$ cat src/hw/rvg_pkg.sv
/*
 * rvg_pkg: constants for the reset sequencer and exception vector generator.
 * assumes: a 100 MHz mclk; used by rvg_top only.
 */
package rvg_pkg;
    // ****************************************************************
    // vector numbers
    // ****************************************************************
    localparam logic [6:0] VEC_RESET      = 7'h00;
    localparam logic [6:0] VEC_DIRECT     = 7'h06;
    localparam logic [6:0] VEC_NMI        = 7'h07;
    localparam logic [6:0] VEC_TRAP0      = 7'h08;
    localparam logic [6:0] VEC_IRQ0       = 7'h10;
    localparam logic [6:0] VEC_IRQ6       = 7'h16;
    localparam logic [6:0] VEC_IRQ7       = 7'h17;
    localparam logic [6:0] VEC_KEY_LO     = 7'h1e;
    localparam logic [6:0] VEC_KEY_HI     = 7'h1f;
    localparam logic [6:0] VEC_WAKE_LO    = 7'h20;
    localparam logic [6:0] VEC_WAKE_HI    = 7'h21;
    localparam logic [6:0] VEC_IRQ8       = 7'h38;
    localparam int         VEC_ADDR_SHIFT = 2;      // four bytes per entry
    localparam int         VEC_ADDR_W     = 24;
    localparam logic [23:0] VEC_TABLE_END = 24'h0001ff;

    // ****************************************************************
    // reset timing and flag reset values
    // ****************************************************************
    localparam int   RESET_MIN_STATES = 20;        // least pin-low time, in states
    localparam int   INIT_CYCLES      = 4;         // cycles spent initialising
    localparam logic CCR_I_RESET      = 1'b1;      // interrupt mask after reset

    // ****************************************************************
    // source selector of a vector request
    // ****************************************************************
    typedef enum logic [3:0] {
        SRC_DIRECT = 4'h0,
        SRC_NMI    = 4'h1,
        SRC_TRAP   = 4'h2,
        SRC_IRQ    = 4'h3,
        SRC_KEY    = 4'h4,
        SRC_WAKE   = 4'h5,
        SRC_PERIPH = 4'h6
    } rvg_src_e;

    typedef enum logic [1:0] {
        ST_RESET = 2'b00,
        ST_INIT  = 2'b01,
        ST_FETCH = 2'b10,
        ST_RUN   = 2'b11
    } rvg_state_e;
endpackage : rvg_pkg

$ cat src/hw/rvg_sync.sv
/*
 * rvg_sync: two flip-flop level synchroniser with a reset value.
 * assumes: input comes from outside the mclk domain.
 */
`timescale 1ns/1ns
module rvg_sync #(
    parameter logic RST_VAL = 1'b0
) (
    input  wire logic mclk,    // system clock
    input  wire logic nrst,    // sync reset, active low
    input  wire logic d_in,    // asynchronous level
    output logic      q_out    // synchronised level
);
    logic meta_r;
    logic meta_nxt;
    logic q_nxt;

    // ****************************************************************
    // first stage feeds only the second
    // ****************************************************************
    always_comb begin
        meta_nxt = d_in;
        q_nxt    = meta_r;
    end

    always_ff @(posedge mclk) begin
        if (!nrst) begin
            meta_r <= RST_VAL;
            q_out  <= RST_VAL;
        end else begin
            meta_r <= meta_nxt;
            q_out  <= q_nxt;
        end
    end
endmodule : rvg_sync

$ cat src/hw/rvg_top.sv
/*
 * rvg_top: reset sequencer and exception vector address generator.
 * assumes: the CPU core asks for vectors with vec_req and a source code,
 * reads vec_addr when vec_ack pulses; reset pin, watchdog and low supply causes are async.
 */
// Summary of operation
// - low reset pin halts everything and enters reset; reset beats all sources
// - watchdog overflow or low supply voltage also enters reset
// - after release initialise state and set interrupt mask flag to one
// - then fetch vector 0 from the lowest entry and start there
// - block all interrupts, NMI too, until the first instruction ran
// - extended mode: keyboard low group vector 30, high group vector 31
// - both modes: direct 6, NMI 7, traps 8-11, requests 0-7 at 16-23
// - both modes: wakeup groups at 32 and 33, requests 8-15 at 56-63
// - vectors 24-29, 34-55, 64-127 are peripheral; table ends at 0x1ff
// - one select bit picks compatible (0) or extended (1) table
// - compatible mode: keyboard groups share vectors 22 and 23
`timescale 1ns/1ns
module rvg_top #(
    parameter int INIT_LEN = rvg_pkg::INIT_CYCLES  // initialisation cycles
) (
    input  wire logic        mclk,                  // 100 MHz system clock
    input  wire logic        nrst,                  // sync reset, active low
    input  wire logic        external_reset_pin_n,  // async reset pin, low active
    input  wire logic        wdt_overflow,          // watchdog overflow level, async
    input  wire logic        low_voltage,           // low supply detect level, async
    input  wire logic        extended_vector_select,// 0 compatible, 1 extended
    input  wire logic        vec_req,               // core asks for a vector
    input  wire logic [3:0]  vec_src,               // rvg_src_e source class
    input  wire logic [6:0]  vec_idx,               // index within the class
    input  wire logic        first_insn_done,       // first instruction retired
    output logic             cpu_halt,              // core held in reset
    output logic             periph_init,           // peripheral init pulse, INIT_LEN cycles long
    output logic             ccr_i_set,             // force interrupt mask to one
    output logic             vec_ack,               // vector address valid pulse
    output logic [23:0]      vec_addr,              // vector fetch address
    output logic             pc_load,               // load PC from vec_addr entry
    output logic             irq_block              // interrupts not accepted
);
    // ****************************************************************
    // synchronise reset causes
    // ****************************************************************
    logic pin_n_s;
    logic wdt_s;
    logic lvd_s;

    rvg_sync #(.RST_VAL(1'b0)) u_pin (
        .mclk (mclk),
        .nrst (nrst),
        .d_in (external_reset_pin_n),
        .q_out(pin_n_s)
    );
    rvg_sync #(.RST_VAL(1'b0)) u_wdt (
        .mclk (mclk),
        .nrst (nrst),
        .d_in (wdt_overflow),
        .q_out(wdt_s)
    );
    rvg_sync #(.RST_VAL(1'b0)) u_lvd (
        .mclk (mclk),
        .nrst (nrst),
        .d_in (low_voltage),
        .q_out(lvd_s)
    );

    logic reset_cause;
    // any cause enters reset; pin low is 's partner duty
    assign reset_cause = !pin_n_s || wdt_s || lvd_s;

    // ****************************************************************
    // reset sequencer
    // ****************************************************************
    rvg_pkg::rvg_state_e state_r;
    rvg_pkg::rvg_state_e state_nxt;
    logic [7:0]          cnt_r;
    logic [7:0]          cnt_nxt;
    logic                block_r;
    logic                block_nxt;

    // reset cause overrides any state, so nothing else can win
    always_comb begin
        state_nxt = state_r;
        cnt_nxt   = cnt_r;
        block_nxt = block_r;
        if (reset_cause) begin
            state_nxt = rvg_pkg::ST_RESET;
            cnt_nxt   = 8'h00;
            block_nxt = 1'b1;
        end else begin
            case (state_r)
                rvg_pkg::ST_RESET: begin
                    state_nxt = rvg_pkg::ST_INIT;
                    cnt_nxt   = 8'h00;
                end
                rvg_pkg::ST_INIT: begin
                    cnt_nxt = cnt_r + 8'h01;
                    if (cnt_r == 8'(INIT_LEN - 1)) begin
                        state_nxt = rvg_pkg::ST_FETCH;
                    end
                end
                rvg_pkg::ST_FETCH: begin
                    state_nxt = rvg_pkg::ST_RUN;
                end
                rvg_pkg::ST_RUN: begin
                    // block lifts only once the first instruction retired
                    if (first_insn_done) begin
                        block_nxt = 1'b0;
                    end
                end
                default: state_nxt = rvg_pkg::ST_RESET;
            endcase
        end
    end

    always_ff @(posedge mclk) begin
        if (!nrst) begin
            state_r <= rvg_pkg::ST_RESET;
            cnt_r   <= 8'h00;
            block_r <= 1'b1;
        end else begin
            state_r <= state_nxt;
            cnt_r   <= cnt_nxt;
            block_r <= block_nxt;
        end
    end

    // ****************************************************************
    // vector number mapping
    // ****************************************************************
    logic [6:0] vnum;

    // table map per mode; peripheral index passes straight through
    always_comb begin
        vnum = rvg_pkg::VEC_RESET;
        case (vec_src)
            rvg_pkg::SRC_DIRECT: vnum = rvg_pkg::VEC_DIRECT;
            rvg_pkg::SRC_NMI:    vnum = rvg_pkg::VEC_NMI;
            rvg_pkg::SRC_TRAP:   vnum = rvg_pkg::VEC_TRAP0 + {5'h00, vec_idx[1:0]};
            rvg_pkg::SRC_IRQ: begin
                if (vec_idx[3]) begin
                    vnum = rvg_pkg::VEC_IRQ8 + {4'h0, vec_idx[2:0]};
                end else begin
                    vnum = rvg_pkg::VEC_IRQ0 + {4'h0, vec_idx[2:0]};
                end
            end
            rvg_pkg::SRC_KEY: begin
                // mode bit picks own or shared keyboard vectors
                if (extended_vector_select) begin
                    vnum = vec_idx[0] ? rvg_pkg::VEC_KEY_HI : rvg_pkg::VEC_KEY_LO;
                end else begin
                    vnum = vec_idx[0] ? rvg_pkg::VEC_IRQ7 : rvg_pkg::VEC_IRQ6;
                end
            end
            rvg_pkg::SRC_WAKE:
                vnum = vec_idx[0] ? rvg_pkg::VEC_WAKE_HI : rvg_pkg::VEC_WAKE_LO;
            rvg_pkg::SRC_PERIPH: vnum = vec_idx;
            default:             vnum = rvg_pkg::VEC_RESET;
        endcase
    end

    // ****************************************************************
    // output registers
    // ****************************************************************
    logic        ack_nxt;
    logic [23:0] addr_nxt;
    logic        pcl_nxt;

    // reset fetch takes the slot; requests other than traps are refused while blocked
    always_comb begin
        ack_nxt  = 1'b0;
        pcl_nxt  = 1'b0;
        addr_nxt = vec_addr;
        if (state_r == rvg_pkg::ST_FETCH && !reset_cause) begin
            ack_nxt  = 1'b1;
            pcl_nxt  = 1'b1;
            addr_nxt = {17'h00000, rvg_pkg::VEC_RESET} << rvg_pkg::VEC_ADDR_SHIFT;
        end else if (state_r == rvg_pkg::ST_RUN && !reset_cause && vec_req &&
                     !(block_r && vec_src != 4'(rvg_pkg::SRC_TRAP))) begin
            ack_nxt  = 1'b1;
            pcl_nxt  = 1'b1;
            addr_nxt = {17'h00000, vnum} << rvg_pkg::VEC_ADDR_SHIFT;
        end
    end

    always_ff @(posedge mclk) begin
        if (!nrst) begin
            vec_ack  <= 1'b0;
            pc_load  <= 1'b0;
            vec_addr <= 24'h000000;
        end else begin
            vec_ack  <= ack_nxt;
            pc_load  <= pcl_nxt;
            vec_addr <= addr_nxt;
        end
    end

    assign cpu_halt    = (state_r == rvg_pkg::ST_RESET);
    assign periph_init = (state_r == rvg_pkg::ST_INIT);
    assign ccr_i_set   = (state_r == rvg_pkg::ST_INIT) & rvg_pkg::CCR_I_RESET;
    assign irq_block   = block_r;

    // ****************************************************************
    // assertions
    // ****************************************************************
    localparam int INIT_MAX = 40;

    reset_wins_a: assert property (@(posedge mclk) disable iff (!nrst)
        reset_cause |=> state_r == rvg_pkg::ST_RESET)
        else $error("reset cause did not enter reset");
    halt_in_reset_a: assert property (@(posedge mclk) disable iff (!nrst)
        reset_cause ##1 reset_cause |=> cpu_halt)
        else $error("core not halted during reset");
    init_after_rel_a: assert property (@(posedge mclk) disable iff (!nrst)
        $fell(cpu_halt) |-> periph_init && ccr_i_set)
        else $error("no initialisation after reset release");
    reset_fetch_a: assert property (@(posedge mclk) disable iff (!nrst)
        (state_r == rvg_pkg::ST_FETCH && !reset_cause) |=>
        vec_ack && pc_load && vec_addr == 24'h000000)
        else $error("reset vector fetch wrong");
    // a fresh reset cause inside the window restarts the sequence instead
    fetch_bound_a: assert property (@(posedge mclk) disable iff (!nrst)
        $fell(cpu_halt) |-> ##[1:INIT_MAX] (state_r == rvg_pkg::ST_FETCH || reset_cause))
        else $error("reset fetch late");
    block_hold_a: assert property (@(posedge mclk) disable iff (!nrst)
        (irq_block && !first_insn_done && vec_req && vec_src == 4'h1) |=> !vec_ack)
        else $error("interrupt accepted while blocked");
    key_ext_a: assert property (@(posedge mclk) disable iff (!nrst)
        (state_r == rvg_pkg::ST_RUN && !irq_block && !reset_cause && vec_req &&
         vec_src == 4'h4 && extended_vector_select && !vec_idx[0]) |=>
        vec_addr == 24'h000078)
        else $error("extended keyboard vector wrong");
    key_cmp_a: assert property (@(posedge mclk) disable iff (!nrst)
        (state_r == rvg_pkg::ST_RUN && !irq_block && !reset_cause && vec_req &&
         vec_src == 4'h4 && !extended_vector_select && vec_idx[0]) |=>
        vec_addr == 24'h00005c)
        else $error("compatible keyboard vector wrong");
    nmi_vec_a: assert property (@(posedge mclk) disable iff (!nrst)
        (state_r == rvg_pkg::ST_RUN && !irq_block && !reset_cause && vec_req &&
         vec_src == 4'h1) |=> vec_ack && vec_addr == 24'h00001c)
        else $error("nmi vector wrong");
    irq_hi_a: assert property (@(posedge mclk) disable iff (!nrst)
        (state_r == rvg_pkg::ST_RUN && !irq_block && !reset_cause && vec_req &&
         vec_src == 4'h3 && vec_idx[3:0] == 4'hf) |=> vec_addr == 24'h0000fc)
        else $error("irq15 vector wrong");
    table_end_a: assert property (@(posedge mclk) disable iff (!nrst)
        vec_ack |-> vec_addr + 24'h3 <= rvg_pkg::VEC_TABLE_END)
        else $error("vector outside table");
    addr_x4_a: assert property (@(posedge mclk) disable iff (!nrst)
        vec_ack |-> vec_addr[1:0] == 2'b00)
        else $error("vector address not word aligned");

    reset_seq_c: cover property (@(posedge mclk) disable iff (!nrst)
        $fell(cpu_halt) ##[1:INIT_MAX] pc_load);
    unblock_c: cover property (@(posedge mclk) disable iff (!nrst) $fell(irq_block));
    key_ext_c: cover property (@(posedge mclk) disable iff (!nrst)
        vec_ack && vec_addr == 24'h00007c);
    wdt_c: cover property (@(posedge mclk) disable iff (!nrst) $rose(wdt_s));
endmodule : rvg_top

$ cat config.mk
export PLATFORM = sky130hd
export DESIGN_NAME = rvg_top
export DESIGN_NICKNAME = d
export VERILOG_FILES = /design/src/hw/rvg_pkg.sv /design/src/hw/rvg_sync.sv /design/src/hw/rvg_top.sv
export SDC_FILE = /design/constraint.sdc
export NUM_CORES = 1
export LEC_CHECK = 0
export ABC_AREA = 1
export BUFFER_PORTS_ARGS = -buffer_cell sky130_fd_sc_hd__buf_4
export CAP_MARGIN = 20
export CORE_UTILIZATION = 50
export DETAILED_ROUTE_END_ITERATION = 10
export MAX_ROUTING_LAYER = met4
export PLACE_DENSITY = 0.8
export SYNTH_ARGS = -nofsm -noshare
export SYNTH_HDL_FRONTEND = slang
export SYNTH_HIERARCHICAL = 1
export SYNTH_SLANG_ARGS = --single-unit
$ cat constraint.sdc
create_clock -name mclk -period 3.6 [get_ports mclk]
set_input_delay 0 -clock mclk [delete_from_list [all_inputs] [get_ports mclk]]
set_output_delay 0 -clock mclk [all_outputs]
set_load 0.005 [all_outputs]
==> metrics.yaml, run 1 <==
routing:
  firstDrtPassIters: 4
  route.detailed.drc: 0
  ant_nets: 0
  drt-initial-drc-count: 37
  drt_wl_total_um: 2620
  vias: 1275
  post_drt_wl_per_cell_um: 9.55
  viasPerCell: 4.65
placed_design:
  io_buffers: 31
  place_hpwl_um: 2010
  post-place-ws_ns: 2.03
  routabilityCongestion: 0.882
power_and_ir_drop:
  combPwrFrac: 0.127
  leakage_nw: 0.853
  seq_power_share: 0.612
  power_density_mw_per_mm2: 268
  switching_share: 0.236
  ir_drop_uv: 246
  switchingPower_mw: 0.109
  p_int_mw: 0.352
  p_clk_frac: 0.261
setup_path:
  cp.required_ns: 3.82
  worstPathArrival_ns: 1.81
  critical_path.max_fanout: 11
  crit_path_end_kind: "register"
  worst-setup-path-type: "register to register"
  start_kind: "register"
clock_tree:
  clk_latency_ns: 0.31
  clkSinkCount: 25
  cts-resized-gates: 0
  clock_path_buffers: 2
  clkTransAtPathRegs_ns: 0.13
  cts_tree: "done"
  cts_buffers: 3
  cts_root_buf: "clkbuf_4"
  cts_max_level: 1
final_layout:
  finalNetCount: 270
  mostFrequentLayoutCells: "nand2_1 (61), buf_4 (31), dfxtp_1 (25)"
  ff_latch_area_um2: 500
  multiInputGateArea_um2: 717
  drive_above_1_share: 0.201
  syn_to_final_growth_pct: 21.1
  diodes: 0
  layout_commonest_cell: "nand2_1"
  fillers: 241
timing:
  fin_skew_ns: 0.00671
  fin_crit_sh: 0.442
  setup_viol: 0
  slew_violations: 0
  hold_viol_final: 0
  fin_crit_ns: 1.59
  setup_slack_ns: 2.01
  rsz0062_at_grt: "no"
  max_freq_mhz: 628
  tns_ns: 0
global_route:
  antenna_found_initial: 0
  grt_start_max_net_pins: 14
  grt_overflow: 0
  grt_pass1_wl_um: 4370
  track_usage: 0.177
  grt_pass1_vias: 1054
synth:
  synth_xor_area_frac: 0
  synthAdderAreaFrac: 0.0531
  ys_warn_count: 6
  seq_area_frac_synth: 0.354
  synthSimpleGateAreaFrac: 0.322
  netlist_area_mm2: 0.00142
  ys_seq_elements: 25
  synth-compound-area-share: 0.0866
  syn_area_per_cell_um2: 6.94
  synthMuxAreaShare: 0
  ys_types: 24
  synth_top_family_by_area: "simple AND/OR/NAND/NOR gates"
  synthesis.instances: 204
floorplan:
  die_area_mm2: 0.00305
  initial_core_util: 0.551
  io_pins: 49
  core_area_mm2: 0.00257
  rows: 18
  die_width_um: 55.2
  die_h_um: 55.2
min_path:
  hold_class: "primary input to register"
outcome:
  status: "complete, no violations"
job:
  maxCapViolations: 0
==> flip-flops by register name, summed over array words and instances, names as in the netlist <==
register      count
vec_addr          7
irq_block         1
pc_load           1
cnt_r             8
u_lvd/meta_r      1
state_r           2
u_lvd/q_out       1
u_wdt/q_out       1
u_pin/q_out       1
u_pin/meta_r      1
u_wdt/meta_r      1
==> kinds of logic (layout without fill, tap and decap cells) <==
group                    Yosys count  in the layout
buffers and inverters             48             72
other                              1             17
AND/OR/NAND/NOR                  101            101
adder cells (fa/ha/maj)            6              6
AO/OA/AOI/OAI                     23             23
flip-flops                        25             25
==> per-layer routing <==
metal | routed length (µm) | vias up | global-route usage
met3 | 113 | 4 | 0.0304
met2 | 1280 | 34 | 0.303
met4 | 17 | 0 | 0.0321
met5 | 0 | - | -
met1 | 1200 | 554 | 0.220
li1 | - | 683 | -
==> cell type report <==
type | instances | area share
multi-input cells | 147 | 0.418
flip-flops and latches | 25 | 0.292
repair buffers | 40 | 0.188
inverters | 28 | 0.0642
well taps | 30 | 0.0219
clock buffers | 4 | 0.0153
==> worst max-delay path, stage by stage, from the launching register on <==
cell	delay (ns)
dfxtp_1	0.37
inv_1	0.11
ha_1	0.37
nand2_1	0.12
nor3_1	0.22
nand2_1	0.10
o21ai_0	0.16
a21oi_1	0.05
==> synthesized netlist by cell type, drive strengths merged <==
cell / instances / share of area
dfxtp: 25 / 0.35
buf: 20 / 0.10
nor3: 3 / 0.014
nor2: 18 / 0.064
nand4: 2 / 0.0088
nand2: 64 / 0.18
a211oi: 1 / 0.0053
a21oi: 15 / 0.053
nand3: 14 / 0.057
a22oi: 1 / 0.0053
o211ai: 1 / 0.0053
o21ai: 5 / 0.018
clkinv: 1 / 0.0062
ha: 6 / 0.053
conb: 1 / 0.0026
inv: 27 / 0.072
==> final timing paths <==
path / depth (start not counted) / endpoint / from / slack [ns]
min reg2reg: 2 / u_wdt/q_out / u_wdt/meta_r / 0.42
min: 5 / vec_addr[4] / vec_idx[2] / 0.03
max reg2reg: 7 / cnt_r[6] / state_r[1] / 2.01
max: 7 / cnt_r[6] / state_r[1] / 2.01
==> power groups by stage <==
stage	registers, mW	clock network, mW	logic, mW
2_1_floorplan	0.287	0	0.0400
3_3_place_gp	0.287	0	0.0498
3_5_place_dp	0.288	0	0.0500
4_1_cts	0.282	0.127	0.0578
5_1_grt	0.282	0.140	0.0656
6_report	0.282	0.120	0.0583
==> per-stage QoR <==
| step | std cells | hold WS, ns | power (mW) | utilization | cell area [µm²] |
|---|---|---|---|---|---|
| after CTS | 274 | 0.0300 | 0.466 | 0.668 | 1710 |
| final | 274 | 0.0335 | 0.460 | 0.668 | 1710 |
| after global routing | 274 | 0.0360 | 0.487 | 0.668 | 1710 |
| after detailed placement | 261 | 0.186 | 0.338 | 0.622 | 1600 |
| after global placement | 261 | 0.181 | 0.337 | 0.622 | 1600 |
| after floorplan | 220 | 0.0935 | 0.327 | - | 1480 |
==> repair_timing <==
action                    4_1_cts  5_1_grt
buffers inserted                0        0
hold buffers                    9        0
hold endpoints to repair        8        0
Note: power is estimated with default switching activity, not from simulation.
==> run 2, diff against run 1 <==
- ABC_AREA: 1 -> 0
- CORE_UTILIZATION: 50 -> 44
- PLACE_DENSITY: 0.8 -> 0.75
- clock period: 3.6 -> 1.4 ns (I/O delays scaled with it)
==> metrics.yaml, run 2 <==
floorplan:
  io_pins: 49
  rows: 19
  initial_core_util: 0.483
  die_h_um: 58.0
  die_width_um: 58.0
  core_area_mm2: 0.00285
  die_area_mm2: 0.00336
routing:
  vias: 1344
  drt-initial-drc-count: 46
  route.detailed.drc: 4
  firstDrtPassIters: 9
  ant_nets: 0
  post_drt_wl_per_cell_um: 13.4
  viasPerCell: 5.29
  drt_wl_total_um: 3390
global_route:
  grt_start_max_net_pins: 16
  track_usage: 0.209
  grt_pass1_vias: 1228
  grt_overflow: 0
  grt_pass1_wl_um: 5130
  antenna_found_initial: 0
clock_tree:
  clk_latency_ns: 0.32
  cts_max_level: 1
  clkSinkCount: 25
  cts_buffers: 3
  clkTransAtPathRegs_ns: 0.14
  cts_root_buf: "clkbuf_4"
  cts_tree: "done"
  clock_path_buffers: 2
timing:
  rsz0062_at_grt: "yes"
  max_freq_mhz: 673
  setup_viol: 9
  setup_slack_ns: -0.0865
  hold_viol_final: 0
  fin_crit_sh: 1.06
  tns_ns: -0.467
  fin_skew_ns: 0.00171
  worst_hold_slack_ns: 0.0392
  slew_violations: 0
  fin_crit_ns: 1.49
setup_path:
  cp.required_ns: 1.67
  crit_path_end_kind: "register"
  critical_path.max_fanout: 5
  worst-setup-path-type: "register to register"
  start_kind: "register"
  slowest_delay_ns: 0.42
  path_delay_family: "simple AND/OR/NAND/NOR gates"
  critPathBufInv: 2
  slowest_stage: "or3_4"
  worstPathArrival_ns: 1.75
  cp_cell_sequence: "buf_6, inv_4, ha_4, nand4_1, or3_4, a21oi_2"
synth:
  synth_top_area_frac: 0.363
  ys_types: 41
  synthTopCellsByCount: "dfxtp_1 (25), nand2_1 (23), buf_4 (19)"
  ys_warn_count: 6
  netlist_area_mm2: 0.00138
  seq_area_frac_synth: 0.363
  synthesis.instances: 164
  yosysMostFrequentCell: "dfxtp_1"
  ys_seq_elements: 25
  yosysTopAreaCell: "dfxtp_1"
  synth_edf_count: 0
  synthTopCellsByArea: "dfxtp_1 (36%), buf_4 (10%), nand2_1 (6.3%), a21oi_1 (5.8%), ha_1 (5.4%)"
  syn_area_per_cell_um2: 8.41
  synth_flop_cell: "dfxtp_1"
  synthArstFlopShare: 0
final_layout:
  multiInputGateArea_um2: 901
  largest_reg_flops: 8
  fillers: 200
  ff_latch_area_um2: 504
  drive_above_1_share: 0.404
  diodes: 0
  finalNetCount: 249
  largestRegisters: "cnt_r (8), vec_addr (7), state_r (2)"
  top_register: "cnt_r"
  layout_commonest_cell: "buf_4"
  mostFrequentLayoutCells: "buf_4 (52), dfxtp_1 (22), nand2_1 (18)"
  syn_to_final_growth_pct: 44.7
job:
  maxCapViolations: 0
outcome:
  violations: "design-rule violations, negative setup slack"
  status: "finished with violations"
min_path:
  hold_class: "primary input to register"
power_and_ir_drop:
  leakage_nw: 0.844
  power_density_mw_per_mm2: 623
  ir_drop_uv: 488
placed_design:
  post-place-ws_ns: -0.241
  routabilityCongestion: 0.827
  io_buffers: 31
  place_hpwl_um: 2370
run 2: final timing paths:
check             slack, ns          from  depth (start not counted)     endpoint
setup / recovery      -0.09    state_r[1]                          6     cnt_r[5]
setup reg to reg      -0.09    state_r[1]                          6     cnt_r[5]
hold / removal         0.04    vec_idx[6]                          4  vec_addr[8]
hold reg to reg        0.45  u_lvd/meta_r                          1  u_lvd/q_out
run 2: report_power, final:
group / internal (mW) / total, mW / switching [mW] / leakage (nW)
logic: 0.0978 / 0.182 / 0.0846 / 0.626
clock network: 0.109 / 0.335 / 0.225 / 0.0139
registers: 0.721 / 0.726 / 0.00515 / 0.204
total: 0.928 / 1.24 / 0.315 / 0.844
run 2: area by class of cell:
type / count / area share
multi-input combinational: 127 / 0.451
sequential: 25 / 0.253
timing repair buffer: 63 / 0.253
tap: 31 / 0.0194
clock buffer: 3 / 0.0113
inverter: 4 / 0.00878
clock inverter: 1 / 0.00376
run 2: worst register-to-register path, stage by stage, from the launching register on:
cell     delay (ns)
dfxtp_2        0.37
buf_6          0.12
inv_4          0.05
ha_4           0.13
nand4_1        0.19
or3_4          0.42
a21oi_2        0.14
run 2: logic make-up (layout without fill, tap and decap cells):
family | Yosys count | in the layout | share of synthesized area
AOI/OAI and AO/OA | 34 | 34 | 0.162
xor gates and xnor gates | 1 | 1 | 0.00635
DFF | 25 | 25 | 0.363
muxes | 2 | 2 | 0.0145
adders and majority gates | 6 | 6 | 0.0544
buffers and inverters | 28 | 71 | 0.134
and+or+nand+nor | 67 | 67 | 0.263
other | 1 | 17 | 0.00272
run 2: what timing repair did:
item,4_1_cts,5_1_grt
gates resized for setup,16,24
setup buffers,3,2
setup endpoints to repair,15,19
pin swaps,13,10
hold buffers,8,0
cloned,0,0
endpoints found under the hold margin,13,0
run 2: per-stage QoR:
step	instance area [µm²]	power, mW	cells	util
global placement	1690	0.872	237	0.591
floorplan	1450	0.844	180	-
global route	2000	1.30	254	0.700
detailed placement	1690	0.880	237	0.591
CTS	1890	1.24	252	0.662
finish	2000	1.24	254	0.700
run 2: routing by layer:
metal / GRT usage / vias to the layer above / part of all wire
met5: - / - / 0
met4: 0.0884 / 0 / 0.024
met3: 0.0290 / 9 / 0.036
met2: 0.388 / 52 / 0.56
met1: 0.218 / 627 / 0.39
li1: - / 656 / -
